===== src/pml_pkg.sv =====
// Package with register map, field layout and limit tables for the modulation limiter
package pml_pkg;
    // Register map (byte addresses on APB)
    localparam logic [11:0] ADDR_CFG       = 12'h000;  // modulation_limit_config
    localparam logic [11:0] ADDR_DUTY_REQ  = 12'h004;  // Requested modulation, signed
    localparam logic [11:0] ADDR_STATUS    = 12'h008;  // Applied state, read only
    localparam logic [7:0]  CFG_RESET      = 8'h00;
    localparam logic [7:0]  CFG_WMASK      = 8'hf7;    // Bit 3 reserved
    // Field positions
    localparam int FB_BIT    = 7;
    localparam int HI_MSB    = 6;
    localparam int HI_LSB    = 4;
    localparam int SKIP_BIT  = 2;
    localparam int LO_MSB    = 1;
    localparam int LO_LSB    = 0;
    // Modulation is a signed offset from nominal in 1/1024 of the switching period
    localparam int MOD_W = 12;
    // High limits, single output: 12.5,25,31.25,37.5,43.75,46.88,48.44,50 %
    localparam logic [MOD_W-1:0] HI_TAB [8] = '{
        12'h080, 12'h100, 12'h140, 12'h180, 12'h1c0, 12'h1e0, 12'h1f0, 12'h200};
    // Low limits, single output: 50,48.44,46.88,43.75 % below nominal
    localparam logic [MOD_W-1:0] LO_TAB [4] = '{12'h200, 12'h1f0, 12'h1e0, 12'h1c0};
    localparam logic [11:0] PSLVERR_NONE = 12'h000;
endpackage : pml_pkg


===== src/pml_mod_limit.sv =====
// APB-controlled duty modulation limiter with full-bridge split and pulse skipping
// Functional notes
// - Full-bridge splits modulation across two outputs
// - Full-bridge halves both upper and lower bounds
// - Three-bit field selects upper modulation bound
// - Two-bit field selects lower bound floor
// - Enable bit makes sub-floor demand skip pulses
`timescale 1ns/1ps
module pml_mod_limit (
    input  wire logic                            pclk,
    input  wire logic                            presetn,
    input  wire logic                            psel,
    input  wire logic                            penable,
    input  wire logic                            pwrite,
    input  wire logic [11:0]                     paddr,
    input  wire logic [31:0]                     pwdata,
    output logic      [31:0]                     prdata,
    output logic                                 pready,
    output logic                                 pslverr,
    output logic signed [pml_pkg::MOD_W-1:0]     mod_a,
    output logic signed [pml_pkg::MOD_W-1:0]     mod_b,
    output logic                                 skip_pulse,
    output logic                                 full_bridge
);
    logic        [7:0]                 cfg_r, cfg_nxt;
    logic signed [pml_pkg::MOD_W-1:0] req_r, req_nxt;
    logic signed [pml_pkg::MOD_W-1:0] a_r, a_nxt, b_r, b_nxt;
    logic                              skip_r, skip_nxt;
    logic        [31:0]                rd_r, rd_nxt;
    logic                              err_r, err_nxt;
    logic signed [pml_pkg::MOD_W-1:0] hi_lim, lo_lim, dem_a, dem_b;
    logic                              wr_acc, rd_acc, hit;

    pml_limit_calc u_calc (
        .cfg    (cfg_r),
        .hi_lim (hi_lim),
        .lo_lim (lo_lim)
    );

    // Access decode; zero wait states
    assign wr_acc  = psel & penable & pwrite;
    assign rd_acc  = psel & penable & ~pwrite;
    assign hit     = (paddr == pml_pkg::ADDR_CFG) || (paddr == pml_pkg::ADDR_DUTY_REQ)
                     || (paddr == pml_pkg::ADDR_STATUS);
    assign pready  = 1'b1;
    assign pslverr = err_r;
    assign prdata  = rd_r;

    // Register writes and read data capture
    always_comb begin
        cfg_nxt  = cfg_r;
        req_nxt  = req_r;
        rd_nxt   = rd_r;
        err_nxt  = 1'b0;
        if (psel && !penable) begin
            err_nxt = ~hit;
            case (paddr)
                pml_pkg::ADDR_CFG:      rd_nxt = {24'h000000, cfg_r};
                pml_pkg::ADDR_DUTY_REQ: rd_nxt = {{(32-pml_pkg::MOD_W){req_r[pml_pkg::MOD_W-1]}},
                                                  req_r};
                pml_pkg::ADDR_STATUS:   rd_nxt = {7'h00, skip_r, a_r, b_r};
                default:                rd_nxt = 32'h00000000;
            endcase
        end
        if (wr_acc && paddr == pml_pkg::ADDR_CFG) begin
            cfg_nxt = pwdata[7:0] & pml_pkg::CFG_WMASK;
        end
        if (wr_acc && paddr == pml_pkg::ADDR_DUTY_REQ) begin
            req_nxt = signed'(pwdata[pml_pkg::MOD_W-1:0]);
        end
    end

    // Bus registers; a read is captured in the setup cycle so that prdata
    // stands through the whole access phase
    always_ff @(posedge pclk or negedge presetn) begin
        if (!presetn) begin
            cfg_r <= pml_pkg::CFG_RESET;
            req_r <= '0;
            rd_r  <= 32'h00000000;
            err_r <= 1'b0;
        end else begin
            cfg_r <= cfg_nxt;
            req_r <= req_nxt;
            rd_r  <= rd_nxt;
            err_r <= err_nxt;
        end
    end

    // Split the demand into per-output shares, bound each and decide on skipping
    always_comb begin
        if (cfg_r[pml_pkg::FB_BIT]) begin
            dem_a = req_r >>> 1;
            dem_b = req_r - dem_a;
        end else begin
            dem_a = req_r;
            dem_b = '0;
        end
        // The smaller share decides, so no output is held below the floor
        skip_nxt = cfg_r[pml_pkg::SKIP_BIT] && (dem_a < lo_lim);
        // Output A carries modulation in both modes
        if (dem_a > hi_lim) begin
            a_nxt = hi_lim;
        end else if (dem_a < lo_lim) begin
            a_nxt = lo_lim;
        end else begin
            a_nxt = dem_a;
        end
        // Output B carries modulation only in full bridge, under the halved bounds
        if (!cfg_r[pml_pkg::FB_BIT]) begin
            b_nxt = '0;
        end else if (dem_b > hi_lim) begin
            b_nxt = hi_lim;
        end else if (dem_b < lo_lim) begin
            b_nxt = lo_lim;
        end else begin
            b_nxt = dem_b;
        end
        // Skipped pulses leave both outputs at nominal
        if (skip_nxt) begin
            a_nxt = '0;
            b_nxt = '0;
        end
    end

    // Output registers follow cfg_r and req_r one cycle later
    always_ff @(posedge pclk or negedge presetn) begin
        if (!presetn) begin
            a_r    <= '0;
            b_r    <= '0;
            skip_r <= 1'b0;
        end else begin
            a_r    <= a_nxt;
            b_r    <= b_nxt;
            skip_r <= skip_nxt;
        end
    end

    assign mod_a       = a_r;
    assign mod_b       = b_r;
    assign skip_pulse  = skip_r;
    assign full_bridge = cfg_r[pml_pkg::FB_BIT];

    // Reserved configuration bit never holds a one
    a_rsvd_zero: assert property (@(posedge pclk) disable iff (!presetn)
        cfg_r[3] == 1'b0) else $error("Reserved config bit is set");

    // A write with the reserved bit set leaves it clear
    a_rsvd_write: assert property (@(posedge pclk) disable iff (!presetn)
        (wr_acc && paddr == pml_pkg::ADDR_CFG && pwdata[3]) |=> cfg_r[3] == 1'b0)
        else $error("Reserved bit took a write");

    // A config read shows zero in the reserved bit and above the byte
    a_rsvd_read: assert property (@(posedge pclk) disable iff (!presetn)
        (rd_acc && paddr == pml_pkg::ADDR_CFG) |-> prdata[31:8] == 24'h000000 && !prdata[3])
        else $error("Reserved bit read back set");

    // Enabled skipping with a share below the floor blanks both outputs
    a_skip_on: assert property (@(posedge pclk) disable iff (!presetn)
        (cfg_r[pml_pkg::SKIP_BIT]
         && (cfg_r[pml_pkg::FB_BIT] ? (req_r >>> 1) : req_r) < lo_lim)
        |=> skip_pulse && mod_a == 0 && mod_b == 0) else $error("Pulse skip missing");

    // Without the enable, pulses are never skipped
    a_skip_off: assert property (@(posedge pclk) disable iff (!presetn)
        !cfg_r[pml_pkg::SKIP_BIT] |=> !skip_pulse) else $error("Skip while disabled");

    // With the enable, a single-output demand at or above the floor keeps its pulses
    a_skip_floor: assert property (@(posedge pclk) disable iff (!presetn)
        (cfg_r[pml_pkg::SKIP_BIT] && !cfg_r[pml_pkg::FB_BIT] && req_r >= lo_lim)
        |=> !skip_pulse) else $error("Skip above the floor");

    // In full bridge the two shares differ by one step at most
    a_split_even: assert property (@(posedge pclk) disable iff (!presetn)
        (full_bridge && $past(cfg_r[pml_pkg::FB_BIT]) && !skip_pulse)
        |-> (mod_a - mod_b) inside {-1, 0}) else $error("Uneven split");

    // In single-output mode the second output stays at nominal
    a_single_out: assert property (@(posedge pclk) disable iff (!presetn)
        (!$past(cfg_r[pml_pkg::FB_BIT])) |-> mod_b == 0) else $error("Second output used");

    // Code 7 on one output caps at 50 % of the period, 512 steps
    a_hi_bound: assert property (@(posedge pclk) disable iff (!presetn)
        (!cfg_r[7] && cfg_r[6:4] == 3'h7 && req_r > 12'sh200) |=> mod_a == 12'sh200)
        else $error("High clamp wrong");

    // Code 0 on one output caps at 12.5 % of the period, 128 steps
    a_hi_code0: assert property (@(posedge pclk) disable iff (!presetn)
        (cfg_r[7:0] == 8'h00 && req_r > 12'sh080) |=> mod_a == 12'sh080)
        else $error("Lowest high clamp wrong");

    // Code 3 on one output floors at 43.75 % below nominal, 448 steps
    a_lo_bound: assert property (@(posedge pclk) disable iff (!presetn)
        (cfg_r[7:0] == 8'h03 && req_r < -12'sh1c0) |=> mod_a == -12'sh1c0)
        else $error("Low clamp wrong");

    // Code 0 on one output floors at 50 % below nominal, 512 steps
    a_lo_code0: assert property (@(posedge pclk) disable iff (!presetn)
        (cfg_r[7:0] == 8'h00 && req_r < -12'sh200) |=> mod_a == -12'sh200)
        else $error("Widest low clamp wrong");

    // Full bridge halves both bounds of the selected codes
    a_fb_half: assert property (@(posedge pclk) disable iff (!presetn)
        cfg_r[7] |-> hi_lim == signed'(pml_pkg::HI_TAB[cfg_r[6:4]] >> 1)
                  && lo_lim == -signed'(pml_pkg::LO_TAB[cfg_r[1:0]] >> 1))
        else $error("Full-bridge limits not halved");

    // Full bridge code 7 caps each output at 25 % of the period, 256 steps
    a_fb_hi_cap: assert property (@(posedge pclk) disable iff (!presetn)
        (cfg_r[7:0] == 8'hf0 && req_r > 12'sh200)
        |=> mod_a == 12'sh100 && mod_b == 12'sh100) else $error("Full-bridge high clamp wrong");

    // Full bridge code 0 floors each output at 25 % below nominal, 256 steps
    a_fb_lo_cap: assert property (@(posedge pclk) disable iff (!presetn)
        (cfg_r[7:0] == 8'h80 && req_r < -12'sh200)
        |=> mod_a == -12'sh100 && mod_b == -12'sh100) else $error("Full-bridge low clamp wrong");

    // Outputs never pass the widest bounds: 50 % on A, 25 % on B
    a_range_cap: assert property (@(posedge pclk) disable iff (!presetn)
        mod_a <= 12'sh200 && mod_a >= -12'sh200 && mod_b <= 12'sh100 && mod_b >= -12'sh100)
        else $error("Output beyond widest bound");
endmodule : pml_mod_limit


===== src/pml_limit_calc.sv =====
// Combinational lookup of the applied upper and lower bounds
`timescale 1ns/1ps
module pml_limit_calc (
    input  wire logic [7:0]              cfg,
    output logic signed [pml_pkg::MOD_W-1:0] hi_lim,
    output logic signed [pml_pkg::MOD_W-1:0] lo_lim
);
    logic [pml_pkg::MOD_W-1:0] hi_base;
    logic [pml_pkg::MOD_W-1:0] lo_base;
    // Table lookup, halved in full-bridge mode
    always_comb begin
        hi_base = pml_pkg::HI_TAB[cfg[pml_pkg::HI_MSB:pml_pkg::HI_LSB]];
        lo_base = pml_pkg::LO_TAB[cfg[pml_pkg::LO_MSB:pml_pkg::LO_LSB]];
        if (cfg[pml_pkg::FB_BIT]) begin
            hi_base = hi_base >> 1;
            lo_base = lo_base >> 1;
        end
        hi_lim = signed'(hi_base);
        lo_lim = -signed'(lo_base);
    end
endmodule : pml_limit_calc


===== config.mk =====
export PLATFORM = sky130hd
export DESIGN_NAME = pml_mod_limit
export DESIGN_NICKNAME = d
export VERILOG_FILES = /design/src/pml_pkg.sv /design/src/pml_mod_limit.sv /design/src/pml_limit_calc.sv
export SDC_FILE = /design/constraint.sdc
export NUM_CORES = 1
export LEC_CHECK = 0
export ABC_AREA = 1
export BUFFER_PORTS_ARGS = -buffer_cell sky130_fd_sc_hd__buf_2
export CORE_MARGIN = 2
export CORE_UTILIZATION = 50
export DETAILED_ROUTE_END_ITERATION = 10
export GPL_ROUTABILITY_DRIVEN = 1
export PLACE_DENSITY_LB_ADDON = 0.05
export SKIP_CTS_REPAIR_TIMING = 1
export SYNTH_ARGS = -nofsm -noshare
export SYNTH_HDL_FRONTEND = slang
export SYNTH_SLANG_ARGS = --single-unit

===== constraint.sdc =====
create_clock -name pclk -period 5.5 [get_ports pclk]
set_input_delay 0.275 -clock pclk [delete_from_list [all_inputs] [get_ports pclk]]
set_output_delay 0.275 -clock pclk [all_outputs]
set_load 0.005 [all_outputs]

Word level (Yosys, flattened, before mapping)
Memories as Yosys holds them, arrays and structs flattened.
Cells that the tools add are included.

word-level totals
  bits in registers = 77
  word-level logic and storage cells = 49
  output and inout bits = 60
  bits in read-only memories = 96
  bits of input ports = 49
  memories kept = 1

cells by class
  equal/unequal tests = 2
  reduce and logical (&&, ||, !) cells = 8
  magnitude comparators = 6
  add/sub/neg operators = 2
  bitwise logic cells = 5
  muxes and demuxes = 18

memory list
  memory            depth  width  read ports  clocked after Yosys merged registers in  write ports  line                  source
  (name not given)  8      12     1           0                                        0            pml_limit_calc.sv:12  hi_base = pml_pkg::HI_TAB[cfg[pml_pkg::HI_MSB:pml_pkg::HI_LSB]];

operators with widths
  kind                                                       count
  two-way mux 12 bit                                         14
  one-hot mux 32 bit (3 select lines)                        1
  binary-select mux 12 bit (select 2 bit)                    1
  greater-than comparator 12 bit                             2
  < comparator 12 bit                                        2
  == test 12 x 3 -> 1 bit (second input constant)            1
  == test 12 x 4 -> 1 bit (second input constant)            1
  logical NOT 12 bit                                         1
  negation 12 bit                                            1
  subtractor 12 x 11 -> 12 bit                               1
  two-way mux 11 bit                                         1
  greater-or-equal comparator 4 bit (second input constant)  1
  logical AND 1 bit                                          4
  inverter 3 -> 4 bit                                        1
  greater-or-equal comparator 3 bit (second input constant)  1
  inverter 2 -> 3 bit                                        1
  AND 1 bit                                                  2
  logical OR 1 bit                                           2
  logical NOT 1 bit                                          1
  two-way mux 1 bit                                          1
  inverter 1 bit                                             1

Logic depth before layout (Yosys ltp)
  word-level depth = 11
  depth in mapped cells = 24

Cells and area by module
From an unflattened synthesis, not the netlist that was laid out.

second synthesis, totals
  cells, all modules = 865
  area total of the unflattened synthesis = 5952.0 sq um

by module, submodules not included
  module          area an instance (sq um)  seq. area each (sq um)  instances  cells each
  pml_mod_limit   5544.1                    1776.7                  1          799
  pml_limit_calc  407.9                     0.0                     1          66

Worst setup path before layout
Ideal clock, no wire load.

  path kind = reg2reg
  start point = register req_r[3] (netlist name)
  end point = register b_r, in the netlist mod_b[3]
  stages on the path, launching flop included = 21
  path slack = 2.571 ns
  arrival time = 2.816 ns
  buffers on the path = 0
  cells stage by stage = dfrtp_1 > inv_1 > ha_1 > a21oi_2 > nor2_1 > o21ai_1 > nand3_1 > or2_2 > nand3_1 > inv_1 > ha_1 > nand2_1 > inv_1 > o21ai_0 > nand2_1 > nor2_4 > nand3_1 > nand3_1 > nand3_1 > nand2_1 > inv_1

between the ends
  longest elaborated chain between the ends = 7
  elaborated cells on any way between the ends = 11

RTL lines
  item                          line                  source
  start, declared               pml_mod_limit.sv:26   logic signed [pml_pkg::MOD_W-1:0] req_r, req_nxt;
  start signal, assigned        pml_mod_limit.sv:83   req_r <= req_nxt;
  subtractor 12 x 11 -> 12 bit  pml_mod_limit.sv:93   dem_b = req_r - dem_a;
  two-way mux 12 bit            pml_mod_limit.sv:91   if (cfg_r[pml_pkg::FB_BIT]) begin
  < comparator 12 bit           pml_mod_limit.sv:113  end else if (dem_b < lo_lim) begin
  two-way mux 12 bit            pml_mod_limit.sv:113
  two-way mux 12 bit            pml_mod_limit.sv:111  end else if (dem_b > hi_lim) begin
  two-way mux 12 bit            pml_mod_limit.sv:109  if (!cfg_r[pml_pkg::FB_BIT]) begin
  two-way mux 12 bit *          pml_mod_limit.sv:119  if (skip_nxt) begin
  net b_nxt, one bit            pml_mod_limit.sv:27   logic signed [pml_pkg::MOD_W-1:0] a_r, a_nxt, b_r, b_nxt;
  end signal, assigned          pml_mod_limit.sv:133  b_r <= b_nxt;
  end, declared                 pml_mod_limit.sv:27

The timed path passes the listed nets; every way through them passes the cells marked *.
A chain may end at the register's enable or synchronous reset.

Worst setup path in the final report
  start point = register cfg_r[0]
  end point = register b_r, in the netlist mod_b[1]

between the ends
  elaborated cells on any way between the ends = 13

RTL lines
  item                                                   line                  source
  start, declared                                        pml_mod_limit.sv:25   logic [7:0] cfg_r, cfg_nxt;
  start signal, assigned                                 pml_mod_limit.sv:77   cfg_r <= pml_pkg::CFG_RESET;
  start signal, assigned                                 pml_mod_limit.sv:82   cfg_r <= cfg_nxt;
  inverter 2 -> 3 bit (not written as such)              pml_limit_calc.sv:13  lo_base = pml_pkg::LO_TAB[cfg[pml_pkg::LO_MSB:pml_pkg::LO_LSB]];
  binary-select mux 12 bit (select 2 bit)                pml_limit_calc.sv:13
  two-way mux 12 bit (not written as such) (2 in a row)  pml_limit_calc.sv:13
  two-way mux 12 bit                                     pml_limit_calc.sv:14  if (cfg[pml_pkg::FB_BIT]) begin
  negation 12 bit                                        pml_limit_calc.sv:19  lo_lim = -signed'(lo_base);
  < comparator 12 bit                                    pml_mod_limit.sv:99   skip_nxt = cfg_r[pml_pkg::SKIP_BIT] && (dem_a < lo_lim);
  logical AND 1 bit                                      pml_mod_limit.sv:99
  net skip_nxt                                           pml_mod_limit.sv:28   logic skip_r, skip_nxt;
  two-way mux 12 bit                                     pml_mod_limit.sv:119
  net b_nxt, one bit                                     pml_mod_limit.sv:27

The timed path passes the listed nets, and every way through them passes these cells. The select of a mux whose other input is x is not followed.

==> results.ini <==
[drt]
met2_length_um = 6940
vias = 4999
drc = 0
ant_nets = 0
met1Wirelength_um = 6680
post_drt_via_cell_ratio = 5.25
finalWirelength_um = 14800
wl_per_cell_um = 15.5
dr_wl_met3_um = 866
dr.pass1.iters = 5
drt-initial-drc-count = 335
highest_layer = met4

[logic_synthesis]
netlist_instances = 735
yosysWarnings = 0
syn_area_per_cell_um2 = 7.32
synth-edff-count = 0
ys_seq_area_share_pct = 33.0
synth_ff_type = dfrtp_1
ys_types = 45
syn_area_um2 = 5380
synthArstFlopShare_pct = 100
postSynthRegisterBits = 71

[power_and_ir_drop]
peakVddDrop_v = 0.000102
cellLeakagePower_nw = 3.54
power_density_nw_per_um2 = 165

[setup_path]
crit_path_start = cfg_r[0]$_DFFE_PN0P_
crit_path_start_kind = flop
worstReg2RegStart = cfg_r[0]$_DFFE_PN0P_
crit_required_ns = 5.74
end_kind = flop
worstPathMaxFanout = 12
crit_arrival_ns = 3.93
crit_type = reg -> reg

[timing]
max_freq_mhz = 271
rsz0062_at_grt = false
hold_viol = 0
finalCriticalPeriod_ns = 3.69
whs_ns = 0.112
setup_tns_ns = 0
fin_crit_sh_pct = 67.1
worst_pin_slew_ns = 0.910
finalMaxSlewViolations = 0
fin_skew_ns = 0.0125
maxSlewHeadroom_pct = 39.2
setup_violations = 0

[clock_tree]
h-tree-depth = 3
cts_tree = yes
worst_skew_pair.late_latency_ns = 0.36
clkTransAtPathRegs_ns = 0.07
cts-root-buf = clkbuf_8
cts.sinks = 71
numCtsBuffers = 9
clk_path_buf_depth = 2

[finish]
layout.nets = 911
n_fill_cell = 998
layout.cells.non_filler = 952
drive_gt1_share_pct = 18.4
multi_input_area_um2 = 3010
layout_common_cells = nand2_1 (194), inv_1 (105), buf_2 (87)
regArea_um2 = 1780
layout_commonest_cell = nand2_1
post-route-util_pct = 58.0
diodes = 0
areaGrowthSynthToFinish_pct = 11.8

[hold_path]
hold_path_class = in -> async

[global_routing]
first_global_vias = 4859
gr-total-overflow = 0
grt_max_degree = 72
grt_use_total_pct = 26.8
antenna_found_initial = 0
grt_pass1_wl_um = 24100

[placement]
dp.cells = 937
dp_hpwl_um = 11800
place_congestion = 0.931
io_buffer_count = 87

[run_status]
status = finished clean

[floorplan]
initial_utilization_pct = 51.9
core_area_um2 = 10400
rows = 37
io_pins = 109
die_h_um = 108
dieArea_um2 = 11600
die_x_um = 108

[job]
drv_cap = 0

-- metal layers --
metal  vias up  track usage [%]
met1      2319             35.0
met2       157             44.6
li1       2503                -
met5         -                0
met3        20             5.15
met4         0             8.88
-- worst max-delay path: stages, from the launching register on --
cell and delay [ns]:
dfrtp_1 0.47, inv_1 0.11, ha_1 0.31, mux2i_1 0.20
ha_1 0.22, nand2_1 0.08, o21ai_0 0.53, ha_1 0.38
a21o_1 0.18, a21oi_1 0.18, nand4_1 0.17, nand2_4 0.17
inv_2 0.14, nor2_4 0.15, inv_2 0.11, nand3_2 0.10
nor2_1 0.06
-- power by group --
part | total (W) | internal (W) | switching, W
clock | 0.000407 | 0.000206 | 0.000201
sequential | 0.000526 | 0.000524 | 0.00000163
combinational | 0.0000615 | 0.0000198 | 0.0000418
-- through the flow --
stage | total power [W] | instance area [um^2] | setup slack, ns
3_5_place_dp | 0.000598 | 5840 | 1.83
2_1_floorplan | 0.000569 | 5390 | 2.57
5_1_grt | 0.00104 | 6010 | 1.46
4_1_cts | 0.00100 | 6010 | 1.83
6_report | 0.000995 | 6010 | 1.81
3_3_place_gp | 0.000597 | 5840 | 1.96
-- cells by family after synthesis --
kind of cell / Yosys count / share of synthesized area [%]
mux: 6 / 1.58
fa+ha+maj: 50 / 11.8
xor+xnor: 3 / 0.488
simple gates: 342 / 29.2
buf+inv: 136 / 11.1
compound gates: 125 / 12.8
flops: 71 / 33.0
other cells: 2 / 0.140
-- final timing paths --
check | to | slack, ns | depth (start not counted)
max in group asynchronous | prdata[19]$_DFFE_PN0P_ | 4.79 | 2
hold reg to reg | prdata[11]$_DFFE_PN0P_ | 0.48 | 2
hold / removal | prdata[5]$_DFFE_PN0P_ | 0.11 | 2
min in group pclk | req_r[3]$_DFFE_PN0P_ | 0.14 | 2
setup / recovery | mod_b[1]$_DFF_PN0_ | 1.81 | 16
setup reg to reg | mod_b[1]$_DFF_PN0_ | 1.81 | 16
-- state kept, by name (all words and copies together), names as in the netlist --
| register | count |
|---|---|
| cfg_r | 7 |
| mod_a | 12 |
| mod_b | 12 |
| prdata | 26 |
| pslverr | 1 |
| req_r | 12 |
| skip_pulse | 1 |
-- area by class of cell --
class | count | area share [%]
repair buffers | 90 | 7.61
flip-flops and latches | 71 | 29.5
multi-input cells | 529 | 50.1
clock inverters | 4 | 0.791
inverters | 111 | 6.95
clock buffers | 11 | 2.18
well taps | 136 | 2.83
-- cells in the mapped netlist, types with 3 or more instances --
cell type,n,share of area (%)
nand2_2,7,0.81
ha_1,49,11
buf_2,4,0.37
a22o_1,4,0.65
nand3_2,3,0.56
nand3_1,48,4.5
nor2_1,54,3.8
o22ai_1,7,0.81
nor2_2,3,0.35
clkbuf_1,7,0.49
nor2_4,3,0.63
nand2_4,8,1.7
nor3_1,3,0.28
nand2_1,194,14
or2_2,4,0.46
inv_1,105,7.3
o21ai_1,10,0.93
dfrtp_1,71,33
nand4_1,8,0.93
o21ai_0,62,5.8
a21oi_1,32,3.0
buf_4,7,0.98
mux2_4,5,1.4
buf_6,7,1.5
inv_2,4,0.28
a21o_1,5,0.70
Power figures use the tool's default switching activity.
